**config.mk**
```make
export PLATFORM = sky130hd
export DESIGN_NAME = shared_pin_function_select
export DESIGN_NICKNAME = d
export VERILOG_FILES = /design/src/pin_mux_pkg.sv /design/src/shared_pin_function_select.sv
export VERILOG_INCLUDE_DIRS = /design/src /design/src/src
export SDC_FILE = /design/constraint.sdc
export NUM_CORES = 1
export LEC_CHECK = 0
export BUFFER_PORTS_ARGS = -buffer_cell sky130_fd_sc_hd__buf_2
export CAP_MARGIN = 5
export CORE_UTILIZATION = 50
export CTS_BUF_LIST = sky130_fd_sc_hd__clkbuf_4 sky130_fd_sc_hd__clkbuf_8
export DETAILED_ROUTE_END_ITERATION = 7
export GPL_TIMING_DRIVEN = 0
export PLACE_DENSITY_LB_ADDON = 0.2
export SYNTH_ARGS = -nofsm -noshare
export SYNTH_HDL_FRONTEND = slang
export SYNTH_SLANG_ARGS = --single-unit
```
**constraint.sdc**
```tcl
create_clock -name clk_i -period 1.9 [get_ports clk_i]
set_input_delay 0.19 -clock clk_i [delete_from_list [all_inputs] [get_ports clk_i]]
set_output_delay 0.19 -clock clk_i [all_outputs]
set_load 0.03 [all_outputs]
```
**src/pin_mux_params.svh**
```systemverilog
// Offsets, field positions, reset values and timing counts of the pin mux
`ifndef PIN_MUX_PARAMS_SVH
`define PIN_MUX_PARAMS_SVH

// ****************************************
// Register byte offsets
// ****************************************
`define OFS_SYS_OPTIONS 5'h00
`define OFS_PORT_DATA 5'h04
`define OFS_PORT_DIR 5'h08
`define OFS_PULL_EN 5'h0C
`define OFS_PULL_UP_SEL 5'h10
`define OFS_KEY_WAKE_EN 5'h14
`define OFS_PERIPH_CTRL 5'h18
`define OFS_PIN_STATUS 5'h1C

// ****************************************
// Field positions
// ****************************************
`define BIT_RESET_PIN_ENABLE 0
`define BIT_DEBUG_PIN_ENABLE 1
`define BIT_CMP_IN_EN 0
`define BIT_CMP_OUT_EN 1
`define BIT_TIMER_EXT_CLOCK_IN_EN 2
`define BIT_STAT_BG_MODE 8
`define BIT_STAT_RUN_MODE 9
`define BIT_STAT_RESET_FN 10

// ****************************************
// Reset values
// ****************************************
`define RST_RESET_PIN_ENABLE 1'h0
`define RST_DEBUG_PIN_ENABLE 1'h1
`define RST_PORT6 6'h00

// ****************************************
// Pin numbers and timing
// ****************************************
`define PIN_RESET 2
`define PIN_DEBUG 3
`define NUM_PINS 6
`define DEBUG_BIT_CYCLES 16
`define BIT_CNT_LAST 4'hF

`endif

```
**src/pin_mux_pkg.sv**
```systemverilog
// Types shared by the pin mux design
package pin_mux_pkg;

  typedef struct packed {
    logic [5:0] out;
    logic [5:0] oe_n;
    logic [5:0] pull_up;
    logic [5:0] pull_dn;
  } pad_ctrl_t;

  typedef struct packed {
    logic ack;
    logic [31:0] rdata;
    logic reset_pin_enable;
    logic debug_pin_enable;
    logic [5:0] port_data;
    logic [5:0] port_dir;
    logic [5:0] pull_en;
    logic [5:0] pull_up_sel;
    logic [5:0] key_en;
    logic cmp_in_en;
    logic cmp_out_en;
    logic timer_ext_clock_in_en;
    logic boot_done;
    logic bg_mode;
    logic drv_prev;
    logic speedup;
    logic line_prev;
    logic [3:0] bit_cnt;
    logic bit_tick;
  } mux_state_t;

endpackage : pin_mux_pkg

```
**src/shared_pin_function_select.sv**
```systemverilog
// Shared pin function select with reset-time mode sampling
`timescale 1ns/10ps
`include "pin_mux_params.svh"

module shared_pin_function_select
  import pin_mux_pkg::*;
(
  // Clock and power-on reset
  input wire logic clk_i,
  input wire logic rst_i,
  // Avalon-MM slave
  input wire logic [4:0] avs_address_i,
  input wire logic avs_read_i,
  input wire logic avs_write_i,
  input wire logic [31:0] avs_writedata_i,
  output logic [31:0] avs_readdata_o,
  output logic avs_waitrequest_o,
  // Pads
  input wire logic [5:0] pad_in_i,
  output pad_ctrl_t pad_ctrl_o,
  input wire logic vpp_present_i,
  // Debug controller side
  input wire logic debug_drive_low_i,
  output logic debug_serial_line_o,
  output logic debug_bit_tick_o,
  output logic debug_clk_en_o,
  // Peripheral side
  input wire logic comparator_output_i,
  input wire logic low_power_i,
  output logic [1:0] comparator_in_sel_o,
  output logic timer_ext_clock_in_o,
  output logic key_wake_o,
  // System
  output logic ext_reset_req_o,
  output logic background_mode_o,
  output logic run_mode_o
);

  mux_state_t st;
  mux_state_t next_st;
  pad_ctrl_t pads;
  logic req;
  logic reset_fn;
  logic debug_role;
  logic cmp_owns_pin3;
  logic [5:0] gp_out;
  logic [5:0] gp_oe_n;
  logic [5:0] gp_pull_up;
  logic [5:0] gp_pull_dn;

  // ****************************************
  // Mode decode
  // ****************************************
  function automatic logic run_mode_of(input mux_state_t s);
    return s.boot_done & ~s.bg_mode;
  endfunction : run_mode_of

  // ****************************************
  // Key wake pin mask
  // ****************************************
  // Pin 3 never wakes; reset and comparator functions outrank key wake
  function automatic logic [5:0] key_mask_of(input logic rst_fn, input logic cmp_in);
    logic [5:0] m;
    m = 6'h3F;
    m[`PIN_DEBUG] = 1'h0;
    m[`PIN_RESET] = ~rst_fn;
    m[1:0] = ~{2{cmp_in}};
    return m;
  endfunction : key_mask_of

  // ****************************************
  // Read data decode
  // ****************************************
  function automatic logic [31:0] read_word(input mux_state_t s, input logic [4:0] a,
                                           input logic [5:0] pin);
    logic [31:0] w;
    w = 32'h0000_0000;
    unique case (a)
      `OFS_SYS_OPTIONS:
      begin
        w[`BIT_RESET_PIN_ENABLE] = s.reset_pin_enable;
        w[`BIT_DEBUG_PIN_ENABLE] = s.debug_pin_enable;
      end
      `OFS_PORT_DATA:
      begin
        w[5:0] = s.port_data;
      end
      `OFS_PORT_DIR:
      begin
        w[5:0] = s.port_dir;
      end
      `OFS_PULL_EN:
      begin
        w[5:0] = s.pull_en;
      end
      `OFS_PULL_UP_SEL:
      begin
        w[5:0] = s.pull_up_sel;
      end
      `OFS_KEY_WAKE_EN:
      begin
        w[5:0] = s.key_en;
      end
      `OFS_PERIPH_CTRL:
      begin
        w[`BIT_CMP_IN_EN] = s.cmp_in_en;
        w[`BIT_CMP_OUT_EN] = s.cmp_out_en;
        w[`BIT_TIMER_EXT_CLOCK_IN_EN] = s.timer_ext_clock_in_en;
      end
      `OFS_PIN_STATUS:
      begin
        w[5:0] = pin;
        w[`PIN_DEBUG] = 1'h0;
        w[`BIT_STAT_BG_MODE] = s.bg_mode;
        w[`BIT_STAT_RUN_MODE] = run_mode_of(s);
        w[`BIT_STAT_RESET_FN] = s.reset_pin_enable;
      end
      default:
      begin
        w = 32'h0000_0000;
      end
    endcase
    return w;
  endfunction : read_word

  // ****************************************
  // Bus request and pin roles
  // ****************************************
  assign req = avs_read_i | avs_write_i;
  assign reset_fn = st.reset_pin_enable;
  // Mode select during reset, debug line afterwards, unless released
  assign debug_role = rst_i | st.debug_pin_enable;
  assign cmp_owns_pin3 = ~debug_role & st.cmp_out_en;

  // ****************************************
  // General pin defaults
  // ****************************************
  for (genvar g = 0; g < `NUM_PINS; g++)
  begin : g_gen_pin
    assign gp_out[g] = st.port_data[g];
    assign gp_oe_n[g] = rst_i | ~st.port_dir[g];
    assign gp_pull_up[g] = ~rst_i & st.pull_en[g] & st.pull_up_sel[g];
    assign gp_pull_dn[g] = ~rst_i & st.pull_en[g] & ~st.pull_up_sel[g];
  end

  // ****************************************
  // Next state
  // ****************************************
  always_comb
  begin
    next_st = st;
    next_st.bit_tick = 1'h0;
    next_st.ack = req & ~st.ack;
    if (req & ~st.ack)
    begin
      next_st.rdata = avs_read_i ? read_word(st, avs_address_i, pad_in_i) : 32'h0000_0000;
    end
    // ****************************************
    // Register writes
    // ****************************************
    if (avs_write_i & st.ack)
    begin
      unique case (avs_address_i)
        `OFS_SYS_OPTIONS:
        begin
          // Set only; clearing waits for power-on reset
          if (avs_writedata_i[`BIT_RESET_PIN_ENABLE])
          begin
            next_st.reset_pin_enable = 1'h1;
          end
          next_st.debug_pin_enable = avs_writedata_i[`BIT_DEBUG_PIN_ENABLE];
        end
        `OFS_PORT_DATA:
        begin
          next_st.port_data = avs_writedata_i[5:0];
        end
        `OFS_PORT_DIR:
        begin
          next_st.port_dir = avs_writedata_i[5:0];
        end
        `OFS_PULL_EN:
        begin
          next_st.pull_en = avs_writedata_i[5:0];
        end
        `OFS_PULL_UP_SEL:
        begin
          next_st.pull_up_sel = avs_writedata_i[5:0];
        end
        `OFS_KEY_WAKE_EN:
        begin
          next_st.key_en = avs_writedata_i[5:0];
        end
        `OFS_PERIPH_CTRL:
        begin
          next_st.cmp_in_en = avs_writedata_i[`BIT_CMP_IN_EN];
          next_st.cmp_out_en = avs_writedata_i[`BIT_CMP_OUT_EN];
          next_st.timer_ext_clock_in_en = avs_writedata_i[`BIT_TIMER_EXT_CLOCK_IN_EN];
        end
        default:
        begin
        end
      endcase
    end
    // ****************************************
    // Mode capture
    // ****************************************
    // Mode captured on the first edge after power-on reset release
    if (!st.boot_done)
    begin
      next_st.boot_done = 1'h1;
      next_st.bg_mode = ~pad_in_i[`PIN_DEBUG];
    end
    // ****************************************
    // Debug line timing
    // ****************************************
    // One driven-high cycle after each low pulse ends
    next_st.drv_prev = debug_drive_low_i;
    next_st.speedup = st.drv_prev & ~debug_drive_low_i;
    // Bit timer restarts on each falling edge of the debug line
    next_st.line_prev = pad_in_i[`PIN_DEBUG];
    if (st.line_prev & ~pad_in_i[`PIN_DEBUG])
    begin
      next_st.bit_cnt = 4'h0;
    end
    else if (st.bit_cnt != `BIT_CNT_LAST)
    begin
      next_st.bit_cnt = st.bit_cnt + 4'h1;
      next_st.bit_tick = (st.bit_cnt == 4'(`DEBUG_BIT_CYCLES - 2));
    end
    // ****************************************
    // Power-on reset
    // ****************************************
    if (rst_i)
    begin
      next_st = '0;
      next_st.debug_pin_enable = `RST_DEBUG_PIN_ENABLE;
      next_st.reset_pin_enable = `RST_RESET_PIN_ENABLE;
      next_st.port_dir = `RST_PORT6;
      next_st.pull_en = `RST_PORT6;
      next_st.line_prev = 1'h1;
      next_st.bit_cnt = `BIT_CNT_LAST;
    end
  end

  always_ff @(posedge clk_i)
  begin
    st <= next_st;
  end

  // ****************************************
  // Pad ownership
  // ****************************************
  always_comb
  begin
    pads = '0;
    pads.out = gp_out;
    pads.oe_n = gp_oe_n;
    pads.pull_up = gp_pull_up;
    pads.pull_dn = gp_pull_dn;
    // ****************************************
    // Comparator inputs
    // ****************************************
    // Comparator inputs outrank port use on pins 0 and 1
    if (st.cmp_in_en)
    begin
      pads.oe_n[1:0] = 2'h3;
      pads.pull_up[1:0] = 2'h0;
      pads.pull_dn[1:0] = 2'h0;
    end
    // ****************************************
    // Reset-capable pin
    // ****************************************
    // Pin 2 never drives
    pads.oe_n[`PIN_RESET] = 1'h1;
    pads.out[`PIN_RESET] = 1'h0;
    if (reset_fn)
    begin
      pads.pull_up[`PIN_RESET] = 1'h1;
      pads.pull_dn[`PIN_RESET] = 1'h0;
    end
    if (vpp_present_i)
    begin
      pads.pull_up[`PIN_RESET] = 1'h0;
      pads.pull_dn[`PIN_RESET] = 1'h0;
    end
    // ****************************************
    // Debug and mode pin
    // ****************************************
    // Pin 3 priority: mode select, debug, comparator output, port
    pads.pull_dn[`PIN_DEBUG] = 1'h0;
    if (debug_role)
    begin
      pads.pull_up[`PIN_DEBUG] = 1'h1;
      pads.out[`PIN_DEBUG] = st.speedup;
      pads.oe_n[`PIN_DEBUG] = rst_i | ~(debug_drive_low_i | st.speedup);
    end
    else if (cmp_owns_pin3)
    begin
      pads.pull_up[`PIN_DEBUG] = 1'h0;
      pads.out[`PIN_DEBUG] = comparator_output_i;
      pads.oe_n[`PIN_DEBUG] = 1'h0;
    end
    else
    begin
      pads.pull_up[`PIN_DEBUG] = 1'h0;
      pads.out[`PIN_DEBUG] = st.port_data[`PIN_DEBUG];
      pads.oe_n[`PIN_DEBUG] = 1'h0;
    end
  end

  // ****************************************
  // Outputs
  // ****************************************
  assign pad_ctrl_o = pads;
  // ****************************************
  // Bus outputs
  // ****************************************
  assign avs_waitrequest_o = req & ~st.ack;
  assign avs_readdata_o = st.rdata;
  // ****************************************
  // Reset request, mode and debug outputs
  // ****************************************
  assign ext_reset_req_o = reset_fn & ~pad_in_i[`PIN_RESET] & ~rst_i;
  assign background_mode_o = st.bg_mode;
  assign run_mode_o = run_mode_of(st);
  assign debug_serial_line_o = debug_role & pad_in_i[`PIN_DEBUG];
  assign debug_bit_tick_o = st.bit_tick;
  assign debug_clk_en_o = 1'h1;
  // ****************************************
  // Peripheral outputs
  // ****************************************
  assign comparator_in_sel_o = {2{st.cmp_in_en}};
  assign timer_ext_clock_in_o = st.timer_ext_clock_in_en & ~reset_fn & pad_in_i[`PIN_RESET];
  // Key inputs only act as wakeups in stop or wait
  assign key_wake_o = low_power_i & |(st.key_en & ~pad_in_i
                      & key_mask_of(reset_fn, st.cmp_in_en));

endmodule : shared_pin_function_select

```
==> results of run 1 <==
-- power groups by stage --
stage	Sequential [mW]	Combinational [mW]	Clock, mW
5_1_grt	1.20	0.405	0.735
2_1_floorplan	1.22	0.270	0
3_3_place_gp	1.22	0.362	0
6_report	1.20	0.374	0.680
4_1_cts	1.20	0.370	0.678
3_5_place_dp	1.22	0.369	0
-- area by class of cell --
class	count	share of cell area, %
well taps	72	2.52
clock buffers	6	2.14
clock inverters	2	0.456
plain buffers	62	11.7
inverters	8	0.841
repair buffers	62	8.69
flip-flops and latches	55	30.8
multi-input cells	250	42.8
-- worst min path at each step --
stage,startpoint,end,depth (start not counted)
finish,debug_drive_low_i,st[6]$_SDFF_PP0_,2
CTS,debug_drive_low_i,st[6]$_SDFF_PP0_,2
global placement,debug_drive_low_i,st[6]$_SDFF_PP0_,2
detailed placement,debug_drive_low_i,st[6]$_SDFF_PP0_,2
global route,debug_drive_low_i,st[6]$_SDFF_PP0_,2
floorplan,debug_drive_low_i,st[6]$_SDFF_PP0_,1
-- per-stage QoR --
stage | power (mW) | util [%]
after floorplan | 1.49 | -
after CTS | 2.24 | 63.3
final | 2.25 | 63.3
after global routing | 2.34 | 63.3
after detailed placement | 1.59 | 61.6
after global placement | 1.58 | 61.6
-- routing by layer --
| metal | global-route usage, % | up-vias | share of wire [%] |
|---|---|---|---|
| met5 | 0 | - | 0 |
| met4 | 7.82 | 0 | 1.8 |
| met3 | 3.68 | 12 | 6.3 |
| met2 | 40.8 | 112 | 47 |
| met1 | 32.3 | 1242 | 44 |
| li1 | - | 1334 | - |
-- critical path, delay by kind of cell, from the launching register on --
family | cells | cell delay [ns]
flops | 1 | 0.45
compound gates | 1 | 0.21
buf+inv | 3 | 0.60
-- state kept, by name, indices dropped and copies added, names as in the netlist --
signal / count
comparator_in_sel_o: 1
reset_fn: 1
background_mode_o: 1
st: 36
debug_bit_tick_o: 1
avs_readdata_o: 9
gp_out: 6
-- cell usage after synthesis, drive strengths merged (2+ instances only) --
cell type | n | area, µm²
nand3 | 6 | 30.0
buf | 53 | 384
nand3b | 2 | 15.0
nor2b | 7 | 43.8
mux2i | 23 | 230
or3 | 4 | 30.0
mux2 | 2 | 22.5
a22o | 4 | 35.0
conb | 2 | 7.51
nor3 | 6 | 30.0
a21oi | 23 | 115
or3b | 2 | 17.5
nand2 | 32 | 120
o21ai | 22 | 110
nor3b | 6 | 45.0
clkbuf | 9 | 33.8
o22ai | 2 | 12.5
nand2b | 3 | 18.8
o31ai | 2 | 15.0
ha | 2 | 25.0
dfxtp | 55 | 1100
a32oi | 3 | 26.3
inv | 8 | 30.0
a22oi | 5 | 37.5
o211ai | 2 | 15.0
and3 | 5 | 31.3
nor2 | 36 | 143
mux4 | 3 | 71.3
-- logic make-up (layout without fill, tap and decap cells) --
logic type | count (synthesis) | count (layout) | synth area share, %
AO/OA/AOI/OAI | 74 | 74 | 15.6
XOR/XNOR | 1 | 1 | 0.294
adder cells (fa/ha/maj) | 2 | 2 | 0.839
buffers and inverters | 70 | 140 | 15.0
flip-flops | 55 | 55 | 36.9
multiplexers | 28 | 28 | 10.9
other | 2 | 27 | 0.252
AND/OR/NAND/NOR | 118 | 118 | 20.2
==> results.py, run 1 <==
metrics = {
    "run_status": {
        "status": "finished clean",
    },
    "worst_setup_path": {
        "r2r_start": "st[77]$_SDFF_PP0_",
        "r2r-end": "st[11]$_SDFFE_PP0P_",
        "r2r_cells": 5,
        "worst_setup_path_start_kind": "flop",
        "cpMaxStageDelayCell": "dfxtp_1",
        "crit_arrival_ns": 1.58,
        "crit_path_end_kind": "output pin",
        "cp_data_required_time_ns": 1.71,
        "slowest_delay_ns": 0.45,
        "cp-endpoint": "avs_waitrequest_o",
        "timing.reg2reg.setup_slack_ns": 0.22,
        "startpoint": "st[77]$_SDFF_PP0_",
        "path_cells": "o21bai_1 > clkbuf_1 > inv_1 > buf_2",
        "worst-path-max-fanout": 10,
        "path_class": "flop to output pin",
    },
    "die": {
        "start_util_pct": 52.9,
        "die_h_um": 79.2,
        "chipWidth_um": 79.2,
        "io_pins": 118,
        "die_area_um2": 6280,
        "core_um2": 5640,
        "num_rows": 27,
    },
    "global_route": {
        "grt_pass1_vias": 2399,
        "grt_antenna_before_repair": 0,
        "grt_pass1_wl_mm": 11.9,
        "grt_overflow": 0,
        "grtUsageTotal_pct": 24.5,
        "grt_max_degree": 18,
    },
    "finish": {
        "nets": 497,
        "antenna_cells": 0,
        "multi_input_area_um2": 1530,
        "final_common_cell": "buf_2",
        "fillerInstances": 499,
        "design_area_um2": 3570,
        "stdcell_count": 517,
        "drive_gt1_share_pct": 29.2,
        "syn_to_final_growth_pct": 19.7,
        "layout_common_cells": "66 x buf_2, 55 x dfxtp_1, 44 x buf_4",
        "seq_area_um2": 1100,
    },
    "placement": {
        "place_congestion": 0.915,
        "place_inst": 509,
        "numPortBuffers": 62,
        "dpl_cell_area_um2": 3480,
        "hpwl_mm": 5.77,
        "place_ws_ns": 0.211,
    },
    "drt": {
        "vias": 2700,
        "antenna_left": 0,
        "firstDrtPassIters": 4,
        "vias_per_cell": 5.22,
        "drc": 0,
        "avgRoutedWirePerCell_um": 14.5,
        "drtIter0Drc": 189,
        "wl_mm": 7.47,
    },
    "sta": {
        "final-max-slew-violation-count": 0,
        "period_share_pct": 93.4,
        "grt_setup_unrepaired": "false",
        "finalWorstPathRequiredPeriod_ns": 1.77,
        "setup_tns_ns": 0,
        "hold_ws_ns": 0.0605,
        "max-slew-margin-rel_pct": 60.0,
        "setup_viol": 0,
        "fmax_mhz": 564,
        "fin_skew_ns": 0.00601,
        "tightest_slew_ns": 0.600,
        "setup_slack_ns": 0.126,
        "finalHoldViolCount": 0,
    },
    "synth": {
        "netlist_instances": 350,
        "yosysWarnings": 0,
        "synth-async-reset-ratio_pct": 0,
        "netlist_area_um2": 2980,
        "synth.distinct_cells": 56,
        "avgSynthCellArea_um2": 8.52,
        "synth_seq_cells": 55,
        "synthFlopType": "dfxtp_1",
        "ys_seq_area_share_pct": 36.9,
        "synth_edf_count": 0,
    },
    "clock_network": {
        "cts_sinks": 55,
        "cts_tree": "done",
        "cts_buffer_depth": 2,
        "htree_num_levels": 2,
        "post_cts_resized": 0,
        "clock_latency_ns": 0.31,
        "cts.clk_slew.worst_paths_ns": 0.10,
        "cts_root_buffer": "clkbuf_8",
        "postCtsSetupBuffers": 0,
        "postCtsHoldBufs": 0,
        "cts_made_buffers": 5,
    },
    "power": {
        "p_leak_nw": 1.68,
        "comb_power_share_pct": 16.6,
        "p_seq_share_pct": 53.1,
        "switchingPower_mw": 0.665,
        "pwr-share-clk_pct": 30.2,
        "switching_share_pct": 29.5,
        "peakVddDrop_uv": 341,
        "powerDensity_nw_per_um2": 631,
        "internal-power_mw": 1.59,
    },
    "job": {
        "maxCapViolations": 0,
    },
    "hold_path": {
        "hp-class": "primary input to flop",
    },
}
(Power assumes the default switching activity.)
==> run 2, diff against run 1 <==
--- a/config.mk
+++ b/config.mk
@@ -6,13 +6,14 @@
 export SDC_FILE = /design/constraint.sdc
 export NUM_CORES = 1
 export LEC_CHECK = 0
-export BUFFER_PORTS_ARGS = -buffer_cell sky130_fd_sc_hd__buf_2
+export BUFFER_PORTS_ARGS = -buffer_cell sky130_fd_sc_hd__buf_4
 export CAP_MARGIN = 5
 export CORE_UTILIZATION = 50
 export CTS_BUF_LIST = sky130_fd_sc_hd__clkbuf_4 sky130_fd_sc_hd__clkbuf_8
 export DETAILED_ROUTE_END_ITERATION = 7
 export GPL_TIMING_DRIVEN = 0
 export PLACE_DENSITY_LB_ADDON = 0.2
+export SLEW_MARGIN = 0
 export SYNTH_ARGS = -nofsm -noshare
 export SYNTH_HDL_FRONTEND = slang
 export SYNTH_SLANG_ARGS = --single-unit
==> results.py, run 2 (synthesis results as in run 1) <==
metrics = {
    "worst_setup_path": {
        "worst_setup_path_start_kind": "flop",
        "r2r_cells": 5,
        "r2r_start": "st[77]$_SDFF_PP0_",
        "path_cells": "nand3_1 > or3_1 > clkbuf_1 > mux2i_1 > nor2_1",
        "path_delay_family": "simple AND/OR/NAND/NOR gates",
        "worst-path-max-fanout": 8,
        "critPathBufInv": 1,
        "crit_arrival_ns": 1.91,
        "r2r-end": "st[11]$_SDFFE_PP0P_",
        "crit_path_end_kind": "flop",
        "timing.reg2reg.setup_slack_ns": 0.19,
        "path_class": "flop to flop",
        "cp_data_required_time_ns": 2.10,
        "slowest_delay_ns": 0.46,
        "cpMaxStageDelayCell": "dfxtp_1",
    },
    "placement": {
        "hpwl_mm": 5.89,
        "place_inst": 509,
        "place_congestion": 0.904,
        "dpl_cell_area_um2": 3630,
        "numPortBuffers": 62,
    },
    "drt": {
        "drtIter0Drc": 223,
        "avgRoutedWirePerCell_um": 14.9,
        "drc": 0,
        "firstDrtPassIters": 5,
        "vias": 2790,
        "vias_per_cell": 5.41,
        "wl_mm": 7.67,
        "antenna_left": 0,
    },
    "die": {
        "die_area_um2": 6280,
        "num_rows": 27,
        "start_util_pct": 52.9,
        "core_um2": 5640,
        "die_h_um": 79.2,
        "chipWidth_um": 79.2,
        "io_pins": 118,
    },
    "global_route": {
        "grt_overflow": 0,
        "grtUsageTotal_pct": 25.6,
        "met3_usage_pct": 4.71,
        "grt_pass1_wl_mm": 12.4,
        "grt_use_met1_pct": 33.0,
        "grt_busiest_layer": "met2",
        "grt_max_degree": 18,
        "met2_usage_pct": 42.2,
        "grt_pass1_vias": 2509,
        "grt_antenna_before_repair": 0,
    },
    "finish": {
        "design_area_um2": 3720,
        "layout_common_cells": "106 x buf_4, 55 x dfxtp_1, 35 x nor2_1",
        "final_common_cell": "buf_4",
        "antenna_cells": 0,
        "syn_to_final_growth_pct": 24.7,
        "utilization_pct": 65.9,
        "drive_gt1_share_pct": 29.3,
        "fillerInstances": 519,
        "multi_input_area_um2": 1530,
        "regMostFlops": "st",
        "largest_reg_flops": 36,
        "seq_area_um2": 1100,
        "stdcell_count": 516,
        "nets": 497,
    },
    "sta": {
        "finalHoldViolCount": 0,
        "setup_tns_ns": 0,
        "tightest_slew_ns": 0.590,
        "period_share_pct": 90.1,
        "finalWorstPathRequiredPeriod_ns": 1.71,
        "grt_setup_unrepaired": "false",
        "max-slew-margin-rel_pct": 60.6,
        "final-max-slew-violation-count": 0,
        "fin_skew_ns": 0.00747,
        "setup_viol": 0,
        "fmax_mhz": 584,
    },
    "power": {
        "power_mw": 2.26,
        "powerDensity_nw_per_um2": 607,
        "peakVddDrop_uv": 393,
        "p_leak_nw": 1.71,
    },
    "clock_network": {
        "cts_tree": "done",
        "cts.clk_slew.worst_paths_ns": 0.10,
        "cts_sinks": 55,
        "htree_num_levels": 2,
        "post_cts_resized": 0,
        "cts_root_buffer": "clkbuf_8",
        "postCtsSetupBuffers": 0,
        "postCtsHoldBufs": 0,
        "clock_latency_ns": 0.31,
        "cts_buffer_depth": 2,
        "cts_made_buffers": 5,
    },
    "job": {
        "maxCapViolations": 0,
    },
    "hold_path": {
        "min_from": "debug_drive_low_i",
        "hold_path_depth": 2,
        "hp-class": "primary input to flop",
        "holdPathEnd": "st[6]$_SDFF_PP0_",
    },
    "run_status": {
        "status": "finished clean",
    },
}
==> run 2: worst max-delay path by stage <==
stage | start | end | slack (ns) | cells past startpoint
6_report | st[77]$_SDFF_PP0_ | st[11]$_SDFFE_PP0P_ | 0.19 | 5
5_1_grt | st[77]$_SDFF_PP0_ | st[11]$_SDFFE_PP0P_ | 0.11 | 5
4_1_cts | st[77]$_SDFF_PP0_ | avs_waitrequest_o | 0.11 | 4
3_5_place_dp | avs_address_i[4] | st[30]$_SDFFE_PP0P_ | 0.22 | 6
3_3_place_gp | avs_address_i[2] | st[35]$_SDFFE_PP0P_ | 0.23 | 7
2_1_floorplan | rst_i | ext_reset_req_o | 0.36 | 3
==> run 2: layout make-up <==
| type | count | area share [%] |
|---|---|---|
| Buffer | 62 | 11.3 |
| Clock buffer | 5 | 1.85 |
| Clock inverter | 2 | 0.471 |
| Inverter | 8 | 0.807 |
| Multi-Input combinational cell | 250 | 41.1 |
| Sequential cell | 55 | 29.6 |
| Tap cell | 72 | 2.42 |
| Timing Repair Buffer | 62 | 12.5 |
==> run 2: through the flow <==
| step | setup WS, ns | hold slack (ns) |
|---|---|---|
| 2_1_floorplan | 0.363 | 0.266 |
| 3_3_place_gp | 0.234 | 0.372 |
| 4_1_cts | 0.111 | 0.0278 |
| 6_report | 0.189 | 0.0375 |
| 3_5_place_dp | 0.224 | 0.374 |
| 5_1_grt | 0.114 | 0.0231 |
==> run 2: worst register-to-register path, delay by kind of cell (launching register included) <==
family / cells / cell delay, ns
DFF: 1 / 0.46
buffers and inverters: 1 / 0.16
muxes: 1 / 0.18
and+or+nand+nor: 3 / 0.80
==> run 2: routing by layer <==
layer | up-vias | part of all wire, %
met5 | - | 0
met1 | 1285 | 42
met3 | 19 | 7.7
li1 | 1339 | -
met4 | 0 | 2.1
met2 | 147 | 48
==> run 2: power breakdown <==
group,switching [mW],total (mW),internal [mW]
clock,0.401,0.662,0.260
sequential,0.0212,1.20,1.17
combinational,0.248,0.398,0.151
total,0.670,2.26,1.59
==> run 3, diff against run 2 <==
==> constraint.sdc (replaced) <==
create_clock -name clk_i -period 1.9 [get_ports clk_i]
set_input_delay 0.19 -clock clk_i [delete_from_list [all_inputs] [get_ports clk_i]]
set_output_delay 0.19 -clock clk_i [all_outputs]
set_load 0.1 [all_outputs]
==> results.py, run 3 (synthesis results as in run 1) <==
metrics = {
    "run_status": {
        "status": "finished clean",
    },
    "clock_network": {
        "cts.clk_slew.worst_paths_ns": 0.10,
        "cts_made_buffers": 5,
        "postCtsHoldBufs": 0,
        "htree_num_levels": 2,
        "cts_sinks": 55,
        "cts_root_buffer": "clkbuf_8",
        "postCtsSetupBuffers": 0,
        "cts_tree": "done",
        "cts_buffer_depth": 2,
        "clock_latency_ns": 0.32,
    },
    "placement": {
        "hpwl_mm": 5.87,
        "numPortBuffers": 62,
        "place_congestion": 0.891,
        "place_ws_ns": 0.136,
    },
    "sta": {
        "period_share_pct": 93.5,
        "fmax_mhz": 563,
        "max-slew-margin-rel_pct": 52.9,
        "finalHoldViolCount": 0,
        "setup_slack_ns": 0.124,
        "fin_skew_ns": 0.0184,
        "final-max-slew-violation-count": 0,
        "finalWorstPathRequiredPeriod_ns": 1.78,
        "grt_setup_unrepaired": "false",
        "setup_viol": 0,
        "tightest_slew_ns": 0.706,
    },
    "worst_setup_path": {
        "r2r-end": "st[11]$_SDFFE_PP0P_",
        "timing.reg2reg.setup_slack_ns": 0.21,
        "crit_arrival_ns": 1.59,
        "worst-path-max-fanout": 10,
        "r2r_cells": 5,
        "cp_data_required_time_ns": 1.71,
        "startpoint": "rst_i",
        "cp-endpoint": "ext_reset_req_o",
        "crit_path_end_kind": "output pin",
        "path_class": "primary input to output pin",
        "r2r_start": "st[77]$_SDFF_PP0_",
        "worst_setup_path_start_kind": "primary input",
    },
    "power": {
        "power_mw": 2.51,
        "p_leak_nw": 1.73,
        "powerDensity_nw_per_um2": 662,
        "peakVddDrop_uv": 503,
    },
    "global_route": {
        "grtUsageTotal_pct": 25.1,
        "grt_pass1_wl_mm": 12.2,
        "grt_overflow": 0,
        "grt_pass1_vias": 2516,
        "grt_antenna_before_repair": 0,
        "grt_max_degree": 21,
    },
    "finish": {
        "fillerInstances": 517,
        "layout_common_cells": "106 x buf_4, 55 x dfxtp_1, 32 x nor2_1, 32 x nand2_1, 27 x conb_1",
        "final_common_cell": "buf_4",
        "antenna_cells": 0,
        "nets": 497,
        "regMostFlops": "st",
        "syn_to_final_growth_pct": 27.3,
        "drive_gt1_share_pct": 31.7,
        "largest_reg_flops": 36,
        "seq_area_um2": 1100,
        "multi_input_area_um2": 1590,
    },
    "drt": {
        "vias_per_cell": 5.27,
        "drc": 0,
        "vias": 2726,
        "firstDrtPassIters": 6,
        "avgRoutedWirePerCell_um": 14.8,
        "antenna_left": 0,
        "wl_mm": 7.67,
        "drtIter0Drc": 181,
    },
    "die": {
        "num_rows": 27,
        "start_util_pct": 52.9,
        "io_pins": 118,
        "core_um2": 5640,
        "chipWidth_um": 79.2,
        "die_area_um2": 6280,
        "die_h_um": 79.2,
    },
    "job": {
        "maxCapViolations": 0,
    },
    "hold_path": {
        "hp-class": "primary input to flop",
    },
}
[run 3: critical path: stages]
cell	delay [ns]
clkbuf_1	0.40
buf_1	0.60
nor3b_2	0.12
buf_4	0.26
[run 3: what timing repair did]
item	in CTS	in global routing
setup endpoints to repair	0	1
resized for setup	0	2
hold endpoints to repair	0	0
[run 3: power by group]
group	total, mW	leakage (nW)	internal, mW	switching, mW
logic	0.614	1.23	0.154	0.460
registers	1.20	0.446	1.18	0.0224
clock network	0.701	0.0522	0.281	0.420
total	2.51	1.73	1.61	0.902
[run 3: layout make-up]
| class | count | share of cell area, % |
|---|---|---|
| Clock inverter | 3 | 0.824 |
| Sequential cell | 55 | 29.0 |
| Buffer | 62 | 11.0 |
| Timing Repair Buffer | 62 | 12.3 |
| Inverter | 8 | 0.791 |
| Multi-Input combinational cell | 250 | 41.9 |
| Clock buffer | 5 | 1.81 |
| Tap cell | 72 | 2.37 |
[run 3: metrics by stage]
step           TNS (ns)  cells  cell area, µm²  utilization, %  hold slack [ns]
6_report              0    517            3800            67.3           0.0706
3_3_place_gp          0    509            3690            65.5            0.394
4_1_cts               0    517            3790            67.3           0.0671
2_1_floorplan    -0.163    375            3140               -            0.266
5_1_grt               0    517            3800            67.3           0.0693
3_5_place_dp          0    509            3690            65.5            0.399
[run 3: worst min path at each step]
stage / startpoint / end / slack (ns) / cells past startpoint
finish: debug_drive_low_i / st[6]$_SDFF_PP0_ / 0.07 / 2
global placement: debug_drive_low_i / st[6]$_SDFF_PP0_ / 0.39 / 2
floorplan: debug_drive_low_i / st[6]$_SDFF_PP0_ / 0.27 / 1
CTS: debug_drive_low_i / st[6]$_SDFF_PP0_ / 0.07 / 2
global route: debug_drive_low_i / st[6]$_SDFF_PP0_ / 0.07 / 2
detailed placement: debug_drive_low_i / st[6]$_SDFF_PP0_ / 0.40 / 2
[run 3: layer usage]
metal  vias to the layer above  global-route usage (%)  share of wire (%)
met5                         -                       0                  0
met2                       125                    41.6                 47
li1                       1340                       -                  -
met3                        14                    3.22                6.6
met4                         0                    8.36                2.1
met1                      1247                    33.6                 44
